$ cat src/rx_align_status_pkg.sv
// shared constants for the receive lane alignment status block
// assumes a single pclk domain and an apb slave with 32-bit data
package rx_align_status_pkg;

  // ----------------------------------------------------------------
  // register byte offsets
  // ----------------------------------------------------------------
  localparam logic [7:0] link_stat_offset = 8'h00;
  localparam logic [7:0] lane_stat_offset = 8'h04;
  localparam logic [7:0] lane_map_offset  = 8'h08;
  localparam logic [7:0] irq_stat_offset  = 8'h0c;
  localparam logic [7:0] irq_mask_offset  = 8'h10;

  // ----------------------------------------------------------------
  // field positions
  // ----------------------------------------------------------------
  localparam int aligned_bit      = 0;
  localparam int aligned_err_bit  = 1;
  localparam int pcs_status_bit   = 2;
  localparam int remote_fault_bit = 3;
  localparam int high_err_bit     = 4;
  localparam int local_fault_bit  = 5;
  localparam int block_lock_pos   = 8;
  localparam int demux_pos        = 0;
  localparam int synced_pos       = 8;
  localparam int spacing_pos      = 16;
  localparam int repeat_pos       = 24;

  // interrupt causes
  localparam int irq_width        = 4;
  localparam int irq_misaligned   = 0;
  localparam int irq_align_lost   = 1;
  localparam int irq_word_err     = 2;
  localparam int irq_repeat_err   = 3;

  // ----------------------------------------------------------------
  // counts and reset values
  // ----------------------------------------------------------------
  localparam logic [2:0]  repeat_limit    = 3'h4;
  localparam logic [15:0] interval_reset  = 16'h0000;
  localparam logic [irq_width-1:0] irq_mask_reset = 4'h0;

endpackage : rx_align_status_pkg

$ cat src/rx_lane_alignment_status.sv
// receive pcs lane alignment status flags with apb register view
// assumes the marker/deskew datapath runs on pclk and drives the lane
// event pulses and levels directly, with no synchroniser needed
//
// Overview of operation
// per lane spacing error high while markers arrive off the programmed interval
// per lane repeat error after four consecutive marker errors, held till cleared
// malformed marker word gives a one cycle pulse, back to back allowed
// aligned is a level, one only while all lanes aligned and deskewed
// aligned low means local fault; aligned mirrors management bit 3.50.12
// pcs status is aligned and not high error rate, bit 3.32.12
// per lane block lock level, management bits 3.50.7:0 and 3.51.11:0
// alignment error level on alignment error or loss of achieved alignment
// misaligned pulse only after all lanes saw good markers then a bad one
// misaligned pulse comes one metaframe after the error, back to back allowed; here a second error inside the metaframe is folded in
// remote fault level follows the detected remote fault condition
// per physical lane map index, valid only while its sync bit is one
// per lane demux bit once marker found and lane demultiplexed
// sync bit one only after word boundary sync and a received marker
// interval input is words between markers minus one, changed only in reset
// high error rate level one while measured error rate exceeds threshold
// all outputs registered on pclk and zero while reset is held
// no misaligned pulse while any lane never delivered a correct marker
`timescale 1ns/100ps

module rx_lane_alignment_status
  import rx_align_status_pkg::*;
#(
  parameter int lane_count_param = 4,
  parameter int id_width         = $clog2(lane_count_param)
) (
  input  wire logic                       pclk,
  input  wire logic                       presetn,
  input  wire logic                       psel,
  input  wire logic                       penable,
  input  wire logic                       pwrite,
  input  wire logic [7:0]                 paddr,
  input  wire logic [31:0]                pwdata,
  output logic      [31:0]                prdata,
  output logic                            pready,
  output logic                            pslverr,
  output logic                            irq,
  input  wire logic [15:0]                marker_interval_minus_one,
  input  wire logic [lane_count_param-1:0] word_valid,
  input  wire logic [lane_count_param-1:0] marker_good,
  input  wire logic [lane_count_param-1:0] marker_malformed,
  input  wire logic [lane_count_param-1:0] word_sync_in,
  input  wire logic [lane_count_param-1:0] block_lock_in,
  input  wire logic [lane_count_param-1:0][id_width-1:0] lane_id_in,
  input  wire logic                       deskew_done,
  input  wire logic                       align_fault_in,
  input  wire logic                       ber_over_limit,
  input  wire logic                       remote_fault_in,
  output logic [lane_count_param-1:0]     marker_spacing_error,
  output logic [lane_count_param-1:0]     marker_repeat_error,
  output logic [lane_count_param-1:0]     marker_word_error,
  output logic [lane_count_param-1:0]     word_synced,
  output logic [lane_count_param-1:0]     block_lock,
  output logic [lane_count_param-1:0][id_width-1:0] lane_map_index,
  output logic [lane_count_param-1:0]     lane_demux_done,
  output logic                            aligned,
  output logic                            aligned_error,
  output logic                            misaligned,
  output logic                            pcs_status,
  output logic                            local_fault,
  output logic                            remote_fault,
  output logic                            high_error_rate
);

  localparam int nl = lane_count_param;

  // ----------------------------------------------------------------
  // state
  // ----------------------------------------------------------------
  typedef struct packed {
    logic [nl-1:0][15:0]         word_cnt;
    logic [nl-1:0][2:0]          consec;
    logic [nl-1:0]               got_marker;
    logic [nl-1:0]               seen_ok;
    logic [nl-1:0]               spacing;
    logic [nl-1:0]               repeat_e;
    logic [nl-1:0]               word_e;
    logic [nl-1:0]               synced;
    logic [nl-1:0]               lock;
    logic [nl-1:0][id_width-1:0] map;
    logic [nl-1:0]               demux;
    logic                        aligned;
    logic                        aligned_err;
    logic                        misaligned;
    logic                        mf_pend;
    logic [15:0]                 mf_cnt;
    logic                        status;
    logic                        local_f;
    logic                        remote;
    logic                        hi_ber;
    logic [irq_width-1:0]        irq_stat;
    logic [irq_width-1:0]        irq_mask;
    logic                        irq;
    logic [31:0]                 prdata;
    logic                        pready;
    logic                        pslverr;
  } state_t;

  state_t r;
  state_t next_r;

  logic [nl-1:0] mk;
  logic [nl-1:0] slot;
  logic [nl-1:0] bad_space;
  logic [nl-1:0] err_evt;
  logic [nl-1:0] next_synced;
  logic [nl-1:0] next_demux;
  logic          next_aligned;
  logic [irq_width-1:0] events;
  logic          wr_hit;
  logic          rd_phase;

  // ----------------------------------------------------------------
  // next state
  // ----------------------------------------------------------------
  always_comb begin
    next_r = r;
    mk = marker_good | marker_malformed;
    next_synced = '0;
    next_demux = '0;
    for (int l = 0; l < nl; l++) begin
      // a slot is where the next marker is due
      slot[l] = word_valid[l] && r.got_marker[l] &&
                r.word_cnt[l] == marker_interval_minus_one;
      bad_space[l] = r.got_marker[l] && (mk[l] != slot[l]);
      err_evt[l] = bad_space[l] | marker_malformed[l];
      if (!word_sync_in[l]) begin
        next_r.word_cnt[l] = '0;
        next_r.consec[l] = '0;
        next_r.got_marker[l] = 1'b0;
        next_r.spacing[l] = 1'b0;
        next_r.repeat_e[l] = 1'b0;
      end else if (mk[l] || slot[l]) begin
        next_r.word_cnt[l] = '0;
        next_r.got_marker[l] = r.got_marker[l] | marker_good[l];
        next_r.spacing[l] = bad_space[l];
        if (err_evt[l]) begin
          if (r.consec[l] != repeat_limit)
            next_r.consec[l] = r.consec[l] + 3'h1;
        end else begin
          next_r.consec[l] = '0;
        end
        next_r.repeat_e[l] = next_r.consec[l] == repeat_limit;
      end else if (word_valid[l]) begin
        next_r.word_cnt[l] = r.word_cnt[l] + 16'h0001;
      end
      if (marker_good[l] && !bad_space[l])
        next_r.seen_ok[l] = 1'b1;
      next_r.word_e[l] = marker_malformed[l];
      next_synced[l] = word_sync_in[l] & next_r.got_marker[l];
      next_r.lock[l] = block_lock_in[l];
      // map holds its last value while unsynced, flagged invalid
      if (next_synced[l])
        next_r.map[l] = lane_id_in[l];
    end
    for (int p = 0; p < nl; p++)
      for (int l = 0; l < nl; l++)
        if (next_synced[l] && lane_id_in[l] == p[id_width-1:0])
          next_demux[p] = 1'b1;
    next_r.synced = next_synced;
    next_r.demux = next_demux;

    next_aligned = deskew_done && (&next_demux) && (&block_lock_in);
    next_r.aligned = next_aligned;
    next_r.local_f = !next_aligned;
    next_r.hi_ber = ber_over_limit;
    next_r.status = next_aligned && !ber_over_limit;
    next_r.remote = remote_fault_in;
    // loss stays flagged until alignment comes back
    if (align_fault_in || (r.aligned && !next_aligned))
      next_r.aligned_err = 1'b1;
    else if (next_aligned)
      next_r.aligned_err = 1'b0;

    // one pending metaframe timer: a second error inside it is folded in
    next_r.misaligned = 1'b0;
    if (r.mf_pend) begin
      if (r.mf_cnt == '0) begin
        next_r.misaligned = 1'b1;
        next_r.mf_pend = 1'b0;
      end else if (word_valid[0]) begin
        next_r.mf_cnt = r.mf_cnt - 16'h0001;
      end
    end
    if ((&r.seen_ok) && (|err_evt) &&
        (!r.mf_pend || r.mf_cnt == '0)) begin
      next_r.mf_pend = 1'b1;
      next_r.mf_cnt = marker_interval_minus_one;
    end

    // sticky interrupt causes, set wins over write-one-to-clear
    events = '0;
    events[irq_misaligned] = next_r.misaligned;
    events[irq_align_lost] = r.aligned && !next_aligned;
    events[irq_word_err] = |marker_malformed;
    events[irq_repeat_err] = |(next_r.repeat_e & ~r.repeat_e);

    // ----------------------------------------------------------------
    // apb slave, one wait state
    // ----------------------------------------------------------------
    rd_phase = psel && penable && !r.pready;
    wr_hit = psel && penable && r.pready && pwrite && !r.pslverr;
    next_r.pready = rd_phase;
    if (rd_phase) begin
      next_r.pslverr = 1'b0;
      next_r.prdata = '0;
      if (paddr == link_stat_offset) begin
        next_r.prdata[aligned_bit] = r.aligned;
        next_r.prdata[aligned_err_bit] = r.aligned_err;
        next_r.prdata[pcs_status_bit] = r.status;
        next_r.prdata[remote_fault_bit] = r.remote;
        next_r.prdata[high_err_bit] = r.hi_ber;
        next_r.prdata[local_fault_bit] = r.local_f;
        next_r.prdata[block_lock_pos +: nl] = r.lock;
      end else if (paddr == lane_stat_offset) begin
        next_r.prdata[demux_pos +: nl] = r.demux;
        next_r.prdata[synced_pos +: nl] = r.synced;
        next_r.prdata[spacing_pos +: nl] = r.spacing;
        next_r.prdata[repeat_pos +: nl] = r.repeat_e;
      end else if (paddr == lane_map_offset) begin
        next_r.prdata[nl*id_width-1:0] = r.map;
      end else if (paddr == irq_stat_offset) begin
        next_r.prdata[irq_width-1:0] = r.irq_stat;
      end else if (paddr == irq_mask_offset) begin
        next_r.prdata[irq_width-1:0] = r.irq_mask;
      end else begin
        next_r.pslverr = 1'b1;
      end
    end else if (!psel) begin
      next_r.prdata = '0;
      next_r.pslverr = 1'b0;
    end
    next_r.irq_stat = r.irq_stat;
    if (wr_hit && paddr == irq_stat_offset)
      next_r.irq_stat = r.irq_stat & ~pwdata[irq_width-1:0];
    next_r.irq_stat = next_r.irq_stat | events;
    if (wr_hit && paddr == irq_mask_offset)
      next_r.irq_mask = pwdata[irq_width-1:0];
    next_r.irq = |(next_r.irq_stat & next_r.irq_mask);
  end

  always_ff @(posedge pclk or negedge presetn) begin
    if (!presetn) begin
      r <= '0;
      r.irq_mask <= irq_mask_reset;
    end else begin
      r <= next_r;
    end
  end

  // ----------------------------------------------------------------
  // outputs
  // ----------------------------------------------------------------
  assign marker_spacing_error = r.spacing;
  assign marker_repeat_error  = r.repeat_e;
  assign marker_word_error    = r.word_e;
  assign word_synced          = r.synced;
  assign block_lock           = r.lock;
  assign lane_map_index       = r.map;
  assign lane_demux_done      = r.demux;
  assign aligned              = r.aligned;
  assign aligned_error        = r.aligned_err;
  assign misaligned           = r.misaligned;
  assign pcs_status           = r.status;
  assign local_fault          = r.local_f;
  assign remote_fault         = r.remote;
  assign high_error_rate      = r.hi_ber;
  assign irq                  = r.irq;
  assign prdata               = r.prdata;
  assign pready               = r.pready;
  assign pslverr              = r.pslverr;
endmodule : rx_lane_alignment_status
$ cat config.mk
export PLATFORM = sky130hd
export DESIGN_NAME = rx_lane_alignment_status
export DESIGN_NICKNAME = d
export VERILOG_FILES = /design/src/rx_align_status_pkg.sv /design/src/rx_lane_alignment_status.sv
export SDC_FILE = /design/constraint.sdc
export NUM_CORES = 1
export LEC_CHECK = 0
export ABC_CLOCK_PERIOD_IN_PS = 2700
export BUFFER_PORTS_ARGS = -buffer_cell sky130_fd_sc_hd__buf_4
export CAP_MARGIN = 20
export CORE_ASPECT_RATIO = 1.4
export CORE_MARGIN = 2
export CORE_UTILIZATION = 50
export DETAILED_ROUTE_END_ITERATION = 6
export PLACE_DENSITY = 0.76
export SETUP_SLACK_MARGIN = 0.2
export SLEW_MARGIN = 5
export SYNTH_ARGS = -nofsm -noshare
export SYNTH_HDL_FRONTEND = slang
export SYNTH_SLANG_ARGS = --single-unit
$ cat constraint.sdc
create_clock -name pclk -period 2.7 [get_ports pclk]
set_input_delay 0.135 -clock pclk [delete_from_list [all_inputs] [get_ports pclk]]
set_output_delay 0.135 -clock pclk [all_outputs]
set_load 0.01 [all_outputs]
==> metrics.yaml, run 1 <==
outcome: "complete, but fails checks"
violations: "negative setup slack"
max_cap_viol_count: 0
cts_buffers: 17
grt_pass1_wl_um: 42700
period_needed_ns: 2.82
skew_ns: 0.0101
yosysWarnings: 0
firstDrtPassIters: 5
hold_start: "paddr[4]"
reg2reg_slack_ns: -0.12
cp-end-kind: "register"
num_rows: 59
synth_top_cell_by_area: "dfrtp_1"
fin_ws_ns: -0.125
startpoint: "r[154]"
fp.dieArea_um2: 19700
fin_cells: 1441
synth.avg_cell_area_um2: 9.36
startpoint_type: "register"
drtIter0Drc: 572
cp.depth: 11
initial_core_util_pct: 50.6
numClockSinks: 167
ff2ff_path_depth: 11
leakagePower_nw: 5.52
grt_usage_pct: 27.5
gp_congestion: 0.919
port_buffers: 126
path_class: "register to register"
critical-path-max-stage-delay_ns: 0.39
holdPathStages: 3
reg2reg_to: "r[55]"
drive_gt1_share_pct: 32.9
critPathArrivalTime_ns: 3.19
synth_area_leaders: "dfrtp_1 45%, xnor2_1 7.8%, buf_4 5.2%, nand2_1 3.8%, nor2_1 3.4%"
avgViaCountPerCell: 5.73
ant_nets: 0
num_io_pins: 167
core_region_area_um2: 18400
nets: 1294
diodes: 0
rsz0062_at_grt: "yes"
antenna_found_initial: 0
yosysSeqAreaShare_pct: 44.9
relSlewSlack_pct: 43.9
drc: 0
r2r-start: "r[154]"
synthToLayoutAreaGrowth_pct: 34.6
cp_slowest_cell: "dfrtp_1"
cp_common_cell: "nand4_1"
fmax_mhz: 354
grt_pass1_vias: 8425
die_w_um: 119
synthesis.area_um2: 9300
worstHoldPathType: "input pin to register"
layout_commonest_cell: "buf_4"
grt_max_degree: 71
finalCoreUtilization_pct: 68.1
cellPowerDensity_nw_per_um2: 531
wl_um: 27200
holdPathEnd: "pslverr"
synth_seq_cells: 167
finalCritPeriodShare_pct: 105
tns_ns: -1.23
grt_overflow_total: 0
ir_drop_mv: 0.499
dp_hpwl_um: 18700
worstMarginPinSlew_ns: 0.841
worstPathRequired_ns: 3.06
clock_latency_ns: 0.44
htree_levels: 4
synth_cell_types: 62
hold_violations: 0
setup_viol: 23
clk_path_buf_depth: 2
async_flop_share_pct: 100
place_inst: 1362
final_max_slew_viol_count: 0
final_cell_mix: "223 x buf_4, 166 x dfrtp_1, 84 x nand2_1"
wl_per_cell_um: 18.9
path_cells: "xnor2_1 > nand4_1 > nor4_2 > nand4_1 > ha_2 > a22o_1 > o31ai_4 > a21oi_4 > or2_4 > o211a_1 > o21ai_1"
critPathBufInv: 0
via_count: 8264
syn_inst: 993
path_clk_slew_ns: 0.07
cts_tree: "done"
die_h_um: 165
synth_top_area_share_pct: 44.9
clock-root-buffer: "clkbuf_16"
synth_ff_type: "dfrtp_1"
cp_max_fo: 8
synth_edf_count: 0
cp_top_family: "simple AND/OR/NAND/NOR gates"
[through the flow]
| stage | hold WS [ns] | setup slack (ns) | total power, mW | area [µm²] |
|---|---|---|---|---|
| 6_report | 0.00562 | -0.125 | 6.64 | 12500 |
| 5_1_grt | -0.00326 | -0.236 | 6.92 | 12500 |
| 4_1_cts | 0.000328 | -0.0672 | 6.58 | 12000 |
| 3_5_place_dp | 0.197 | -0.140 | 3.92 | 10700 |
| 3_3_place_gp | 0.192 | -0.0523 | 3.88 | 10700 |
| 2_1_floorplan | -0.161 | 0.156 | 3.51 | 9420 |
[routing by layer]
layer  share of wire (%)  track usage, %  wire length, µm  vias to the layer above
met5                   0               0                0                        -
met4                 3.7            13.8              997                        0
met3                 6.1            4.29             1660                       88
met2                  53            50.6            14400                      358
met1                  37            30.9            10200                     4048
li1                    -               -                -                     3770
[sequential cells by signal (all words and copies together), names as in the netlist, 3 cells and up]
| name | cells |
|---|---|
| lane_demux_done | 4 |
| prdata | 20 |
| lane_map_index | 8 |
| marker_repeat_error | 4 |
| r | 106 |
| block_lock | 4 |
| word_synced | 3 |
| marker_spacing_error | 4 |
| marker_word_error | 4 |
[cells in the mapped netlist (9+ instances only)]
library cell    n
nand4_1        36
inv_1          35
xnor2_1        83
o21ai_0        45
dfrtp_1       167
buf_4          64
nor4_1         10
nor3b_1        11
nor3_1         14
xor2_1         26
a21oi_1        48
nand2_1        95
mux2_2         10
nor2_1         83
ha_1           17
and3_1          9
o2111ai_1      10
or3_1          16
clkbuf_1       43
a22o_1         14
a22oi_1        11
nand3_1        39
[kinds of logic (layout without fill, tap and decap cells)]
group / after synthesis / in the layout / share of synthesized area, %
compound gates: 176 / 176 / 12.3
xor+xnor: 109 / 109 / 10.3
other cells: 1 / 12 / 0.0403
flops: 167 / 167 / 44.9
buf+inv: 146 / 339 / 8.65
simple gates: 359 / 359 / 19.5
fa+ha+maj: 17 / 17 / 2.29
mux: 18 / 18 / 2.07
[timing repair]
item	4_1_cts	5_1_grt
setup endpoints to repair	53	63
gates resized for setup	76	78
pin swaps	24	61
hold buffers	25	0
endpoints found under the hold margin	96	0
buffers inserted	12	10
[worst min-delay path: stages]
cell	delay [ns]
buf_4	0.13
o21ai_0	0.06
a31oi_1	0.08
[worst max path at each step]
stage,endpoint
global placement,r[49]
floorplan,r[55]
CTS,r[55]
detailed placement,r[50]
finish,r[55]
global route,irq
[report_power, final]
| group | internal, mW | switching, mW | leakage [nW] |
|---|---|---|---|
| Sequential | 2.67 | 0.161 | 2.21 |
| Combinational | 0.550 | 0.662 | 3.01 |
| Clock | 1.52 | 1.08 | 0.295 |
[final cells by class]
| type | instances | area [µm²] |
|---|---|---|
| inverter | 35 | 131 |
| clock inverter | 12 | 168 |
| tap | 244 | 305 |
| clock buffer | 20 | 457 |
| timing repair buffer | 272 | 2210 |
| fill | 1312 | 5870 |
| multi-input combinational | 691 | 5070 |
| sequential | 167 | 4180 |
Note: power is estimated with default switching activity, not from simulation.
==> run 2, diff against run 1 <==
--- a/config.mk
+++ b/config.mk
@@ -8,11 +8,11 @@
 export ABC_CLOCK_PERIOD_IN_PS = 2700
 export BUFFER_PORTS_ARGS = -buffer_cell sky130_fd_sc_hd__buf_4
 export CAP_MARGIN = 20
-export CORE_ASPECT_RATIO = 1.4
+export CORE_ASPECT_RATIO = 1.75
 export CORE_MARGIN = 2
-export CORE_UTILIZATION = 50
+export CORE_UTILIZATION = 51
 export DETAILED_ROUTE_END_ITERATION = 6
-export PLACE_DENSITY = 0.76
+export PLACE_DENSITY = 0.77
 export SETUP_SLACK_MARGIN = 0.2
 export SLEW_MARGIN = 5
 export SYNTH_ARGS = -nofsm -noshare
==> run 2 against run 1 <==
  * The run still ends with negative setup slack left
  * First-iteration DRC count up 5.9%
  * Cell count grew 0.28%
  * Non-clock buffer count up 15
==> metrics.yaml, run 2 (synthesis results as in run 1) <==
largest_reg_flops: 106  # unchanged
critical-path-max-stage-delay_ns: 0.44  # +0.05 ns
hold_start: "marker_interval_minus_one[8]"
stdcell_area_um2: 12400  # -0.65%
drc: 0  # unchanged
worstPathRequired_ns: 3.00  # -0.06 ns
grt_pass1_wl_um: 42500  # -0.36%
die_w_um: 106  # -11%
worstHoldPathType: "input pin to register"
cellPowerDensity_nw_per_um2: 543  # +2.3%
cp_top_family: "simple AND/OR/NAND/NOR gates"
r2r-start: "r[173]"
hold_violations: 0  # unchanged
cp_common_cell: "nand4_1"
setup_viol: 26  # +13%
cts_buffers: 17  # unchanged
relSlewSlack_pct: 27.3  # -17 points
fmax_mhz: 343  # -3.0%
avgViaCountPerCell: 5.94  # +3.5%
final_max_slew_viol_count: 0  # unchanged
htree_levels: 4  # unchanged
finalCritPeriodShare_pct: 108  # +3.3 points
gp_congestion: 0.892  # -2.9%
holdPathStages: 3  # unchanged
cp_slowest_cell: "dfrtp_2"
critPathBufInv: 2  # +2
wl_um: 28500  # +4.6%
use_met2_pct: 50.9  # +0.26 points
place_inst: 1360  # -0.15%
ff2ff_path_depth: 13  # +2
critPathArrivalTime_ns: 3.22  # +0.03 ns
initial_core_util_pct: 51.7  # +1.1 points
max_cap_viol_count: 0  # unchanged
grt_usage_pct: 28.1  # +0.56 points
num_io_pins: 167  # unchanged
path_cells: "xnor2_2 > nand4_1 > nor4_1 > nand4_1 > ha_4 > nor2b_1 > buf_4 > o2111ai_4 > nand4_1 > nand3_1 > nor4b_2 > buf_4 > o311ai_1"
outcome: "complete, but fails checks"
regMostFlops: "r"
grt_max_degree: 63  # -11%
path_class: "register to register"
drtIter0Drc: 606  # +5.9%
diodes: 0  # unchanged
wl_per_cell_um: 19.7  # +4.3%
grt_overflow_total: 0  # unchanged
drive_gt1_share_pct: 31.9  # -1.0 points
clock-root-buffer: "clkbuf_16"
rsz0062_at_grt: "yes"
fin_ws_ns: -0.213  # -0.0885 ns
period_needed_ns: 2.91  # +0.0885 ns
holdPathEnd: "r[55]"
via_count: 8577  # +3.8%
path_clk_slew_ns: 0.07  # about the same
reg2reg_slack_ns: -0.21  # -0.09 ns
reg2reg_to: "irq"
final_cell_mix: "238 x buf_4, 166 x dfrtp_1, 89 x nand2_1"
layout_commonest_cell: "buf_4"
skew_ns: 0.0152  # +0.00508 ns
antenna_found_initial: 0  # unchanged
num_rows: 65  # +10%
dp_hpwl_um: 19000  # +1.6%
pre_cts_slack_ns: -0.180  # -0.0401 ns
grt_pass1_vias: 8437  # +0.14%
busiest_layer: "met2"
worstMarginPinSlew_ns: 1.09  # +0.249 ns
core_region_area_um2: 18000  # -2.2%
die_h_um: 183  # +10%
cts_tree: "done"
grtUsageMet1_pct: 30.3  # -0.63 points
fp.dieArea_um2: 19400  # -1.8%
nets: 1309  # +1.2%
port_buffers: 126  # unchanged
fin_cells: 1445  # +0.28%
numClockSinks: 167  # unchanged
met3_usage_pct: 4.54  # +0.24 points
leakagePower_nw: 5.50  # -0.29%
cp_max_fo: 5  # -3
clk_path_buf_depth: 2  # unchanged
tns_ns: -2.74  # -1.51 ns
ir_drop_mv: 0.458  # -8.3%
firstDrtPassIters: 5  # unchanged
startpoint_type: "register"
ant_nets: 0  # unchanged
fin_hold_ws_ns: 0.0128  # +0.00718 ns
postPlaceCellArea_um2: 10800  # +0.33%
cp-end-kind: "register"
clock_latency_ns: 0.44  # about the same
violations: "negative setup slack"
synthToLayoutAreaGrowth_pct: 33.7
[run 2: per-stage QoR]
step / utilization [%] / power [mW]
2_1_floorplan: - / 3.51
3_3_place_gp: 59.9 / 3.90
3_5_place_dp: 59.9 / 3.94
4_1_cts: 66.9 / 6.68
5_1_grt: 69.2 / 7.00
6_report: 69.2 / 6.75
[run 2: routing by layer]
layer  vias to the layer above  part of all wire (%)
met5                         -                     0
met2                       434                    53
met1                      4205                    34
li1                       3803                     -
met3                       135                   6.5
met4                         0                   6.5
[run 2: worst max-delay path by stage]
stage               cells past startpoint  endpoint    from
finish                                 13       irq  r[173]
global route                           13       irq  r[172]
global placement                       11     r[55]  r[152]
floorplan                              12     r[55]  r[152]
detailed placement                     11     r[49]  r[136]
CTS                                    13       irq  r[170]
[run 2: cell type report]
type,instances,area [µm²]
Inverter,35,131
Sequential cell,167,4180
Clock inverter,14,209
Multi-Input combinational cell,691,4890
Clock buffer,17,425
Fill cell,1285,5540
Tap cell,234,293
Timing Repair Buffer,287,2300
[run 2: tightest hold or removal path, delay by kind of cell]
family	cells	cell delay (ns)
buffers and inverters	1	0.16
and+or+nand+nor	1	0.06
AOI/OAI and AO/OA	1	0.05
[run 2: what timing repair did]
item / CTS / global route
hold buffers: 27 / 0
buffers inserted: 15 / 12
pin swaps: 37 / 40
gates resized for setup: 60 / 60
setup endpoints to repair: 48 / 60
endpoints found under the hold margin: 85 / 0
[run 2: report_power, final]
part / internal (mW) / switching [mW]
logic: 0.587 / 0.679
clock network: 1.57 / 1.10
registers: 2.67 / 0.143
==> run 3, diff against run 2 <==
--- a/config.mk
+++ b/config.mk
@@ -5,14 +5,14 @@
 export SDC_FILE = /design/constraint.sdc
 export NUM_CORES = 1
 export LEC_CHECK = 0
-export ABC_CLOCK_PERIOD_IN_PS = 2700
+export ABC_CLOCK_PERIOD_IN_PS = 3500
 export BUFFER_PORTS_ARGS = -buffer_cell sky130_fd_sc_hd__buf_4
 export CAP_MARGIN = 20
 export CORE_ASPECT_RATIO = 1.75
 export CORE_MARGIN = 2
-export CORE_UTILIZATION = 51
+export CORE_UTILIZATION = 55
 export DETAILED_ROUTE_END_ITERATION = 6
-export PLACE_DENSITY = 0.77
+export PLACE_DENSITY = 0.79
 export SETUP_SLACK_MARGIN = 0.2
 export SLEW_MARGIN = 5
 export SYNTH_ARGS = -nofsm -noshare
==> constraint.sdc (replaced) <==
create_clock -name pclk -period 3.5 [get_ports pclk]
set_input_delay 0.175 -clock pclk [delete_from_list [all_inputs] [get_ports pclk]]
set_output_delay 0.175 -clock pclk [all_outputs]
set_load 0.01 [all_outputs]
==> run 3 against run 2 <==
  * Maximum frequency decreased by 4.3%
  * Routed wire length decreased by 14%
  * Clock power decreased by 31%
  * Via count decreased by 9.4%
  * The run now ends clean
  * Die area decreased by 7.1%
  * Critical endpoint is now r[179]
  * Largest power group unchanged
  * Sequential share of layout area increased by 4.9 points
  * Critical path depth decreased by 3
  * First-iteration DRC count decreased by 18%
  * Non-clock buffer count decreased by 118
  * Setup slack improved by 0.67 ns
  * Combinational power decreased by 37%
  * Sequential cell count unchanged
==> metrics.yaml, run 3 (synthesis results as in run 1) <==
via_count: 7775  # -9.4%
diodes: 0  # unchanged
synthToLayoutAreaGrowth_pct: 16.7
grt_pass1_vias: 7868  # -6.7%
htree_levels: 4  # unchanged
worstPathRequired_ns: 3.79  # +0.79 ns
dp_hpwl_um: 18000  # -5.2%
p_total_mw: 4.82  # -29%
internal_power_mw: 3.36  # -31%
hold_violations: 0  # unchanged
largest_reg_flops: 106  # unchanged
regMostFlops: "r"
power_frac_clock_pct: 38.2  # -1.4 points
grt_max_degree: 92  # +46%
ir_drop_mv: 0.333  # -27%
tns_ns: 0  # +2.74 ns
worstHoldPathType: "input pin to register"
period_needed_ns: 3.04  # +0.130 ns
antenna_found_initial: 0  # unchanged
grt_overflow_total: 0  # unchanged
avgViaCountPerCell: 5.90  # -0.62%
cts_buffers: 17  # unchanged
path_class: "register to register"
relSlewSlack_pct: 32.1  # +4.8 points
clock-root-buffer: "clkbuf_16"
layout_commonest_cell: "dfrtp_1"
firstDrtPassIters: 5  # unchanged
skew_ns: 0.0145  # -0.000625 ns
final_cell_mix: "167 x dfrtp_1, 149 x buf_4, 95 x nand2_1"
initial_core_util_pct: 56.3  # +4.5 points
critPathArrivalTime_ns: 3.33  # +0.11 ns
outcome: "finished clean"
finalCritPeriodShare_pct: 86.9  # -21 points
gp_congestion: 0.900  # +0.92%
die_w_um: 102  # -3.6%
setup_viol: 0  # -100%
final_max_slew_viol_count: 0  # unchanged
startpoint_type: "register"
cp_max_fo: 7  # +2
max_cap_viol_count: 0  # unchanged
fp.dieArea_um2: 18000  # -7.1%
clk_path_buf_depth: 2  # unchanged
post_cts_buffers: 0  # -15
numClockSinks: 167  # unchanged
nets: 1191  # -9.0%
fillCellCount: 1337  # +4.0%
grt_usage_pct: 27.8  # -0.26 points
cellPowerDensity_nw_per_um2: 444  # -18%
rsz0062_at_grt: "no"
num_io_pins: 167  # unchanged
p_sw_share_pct: 30.3  # +1.9 points
drive_gt1_share_pct: 18.9  # -13 points
die_h_um: 176  # -3.6%
port_buffers: 126  # unchanged
p_sw_mw: 1.46  # -24%
cts_tree: "done"
path_clk_slew_ns: 0.07  # about the same
wl_per_cell_um: 18.5  # -5.9%
core_region_area_um2: 16500  # -8.1%
cp-end-kind: "register"
drc: 0  # unchanged
ant_nets: 0  # unchanged
worstMarginPinSlew_ns: 1.02  # -0.0717 ns
leakagePower_nw: 4.71  # -14%
wl_um: 24400  # -14%
clock_latency_ns: 0.44  # about the same
num_rows: 62  # -4.6%
drtIter0Drc: 498  # -18%
fmax_mhz: 329  # -4.3%
sequentialPowerShare_pct: 45.3  # +3.6 points
grt_pass1_wl_um: 38900  # -8.5%
p_comb_share_pct: 16.5  # -2.3 points
==> run 3: metrics by stage <==
step	cell area, µm²	util [%]	hold slack, ns	setup WS (ns)	instances
finish	10800	65.6	0.0115	0.457	1318
global route	10800	65.6	0.00702	0.209	1318
CTS	10800	65.6	0.00439	0.390	1318
detailed placement	10100	61.0	0.286	0.440	1267
global placement	10100	61.0	0.285	0.514	1267
floorplan	9340	-	-0.121	0.745	1004
==> run 3: per-layer routing <==
| layer | GRT usage (%) | wire length, µm | up-vias | share of wire, % |
|---|---|---|---|---|
| li1 | - | - | 3568 | - |
| met1 | 31.0 | 8930 | 3819 | 37 |
| met2 | 50.4 | 13000 | 319 | 53 |
| met3 | 4.04 | 1380 | 69 | 5.6 |
| met4 | 14.0 | 1110 | 0 | 4.5 |
| met5 | 0 | 0 | - | 0 |
==> run 3: final timing paths <==
path / start / to / slack (ns) / depth (start not counted)
setup / recovery: r[170] / r[179] / 0.46 / 10
hold / removal: pwdata[2] / r[37] / 0.01 / 2
setup reg to reg: r[170] / r[179] / 0.46 / 10
hold reg to reg: r[101] / r[101] / 0.48 / 1
max in group asynchronous: presetn / r[100] / 2.26 / 3
min in group asynchronous: presetn / marker_word_error[3] / 0.35 / 2
==> run 3: critical path, cell delays in order, from the launching register on <==
cell      delay [ns]
dfrtp_1         0.45
xnor2_1         0.16
nand4_1         0.11
nor4_1          0.29
nand4_1         0.18
ha_1            0.32
a311oi_1        0.55
nand3_1         0.30
nor4_1          0.30
xnor2_1         0.16
nor2_1          0.06
==> run 3: cell type report <==
class	count	area [µm²]	share of cell area [%]
Sequential cell	167	4180	38.5
Tap cell	224	280	2.58
Clock buffer	17	425	3.92
Inverter	35	131	1.21
Clock inverter	15	145	1.34
Timing Repair Buffer	169	1320	12.2
Multi-Input combinational cell	691	4370	40.2
==> run 3: repair_timing <==
| action | CTS | global route |
|---|---|---|
| hold endpoints to repair | 106 | 0 |
| resized for setup | 0 | 5 |
| setup endpoints to repair | 0 | 2 |
| hold buffers | 19 | 0 |
==> run 3: power groups by stage <==
| stage | sequential (mW) | clock, mW | combinational, mW |
|---|---|---|---|
| final | 2.18 | 1.84 | 0.796 |
| after global routing | 2.20 | 1.93 | 0.878 |
| after CTS | 2.18 | 1.85 | 0.793 |
| after detailed placement | 2.21 | 0 | 0.768 |
| after global placement | 2.21 | 0 | 0.744 |
| after floorplan | 2.18 | 0 | 0.524 |
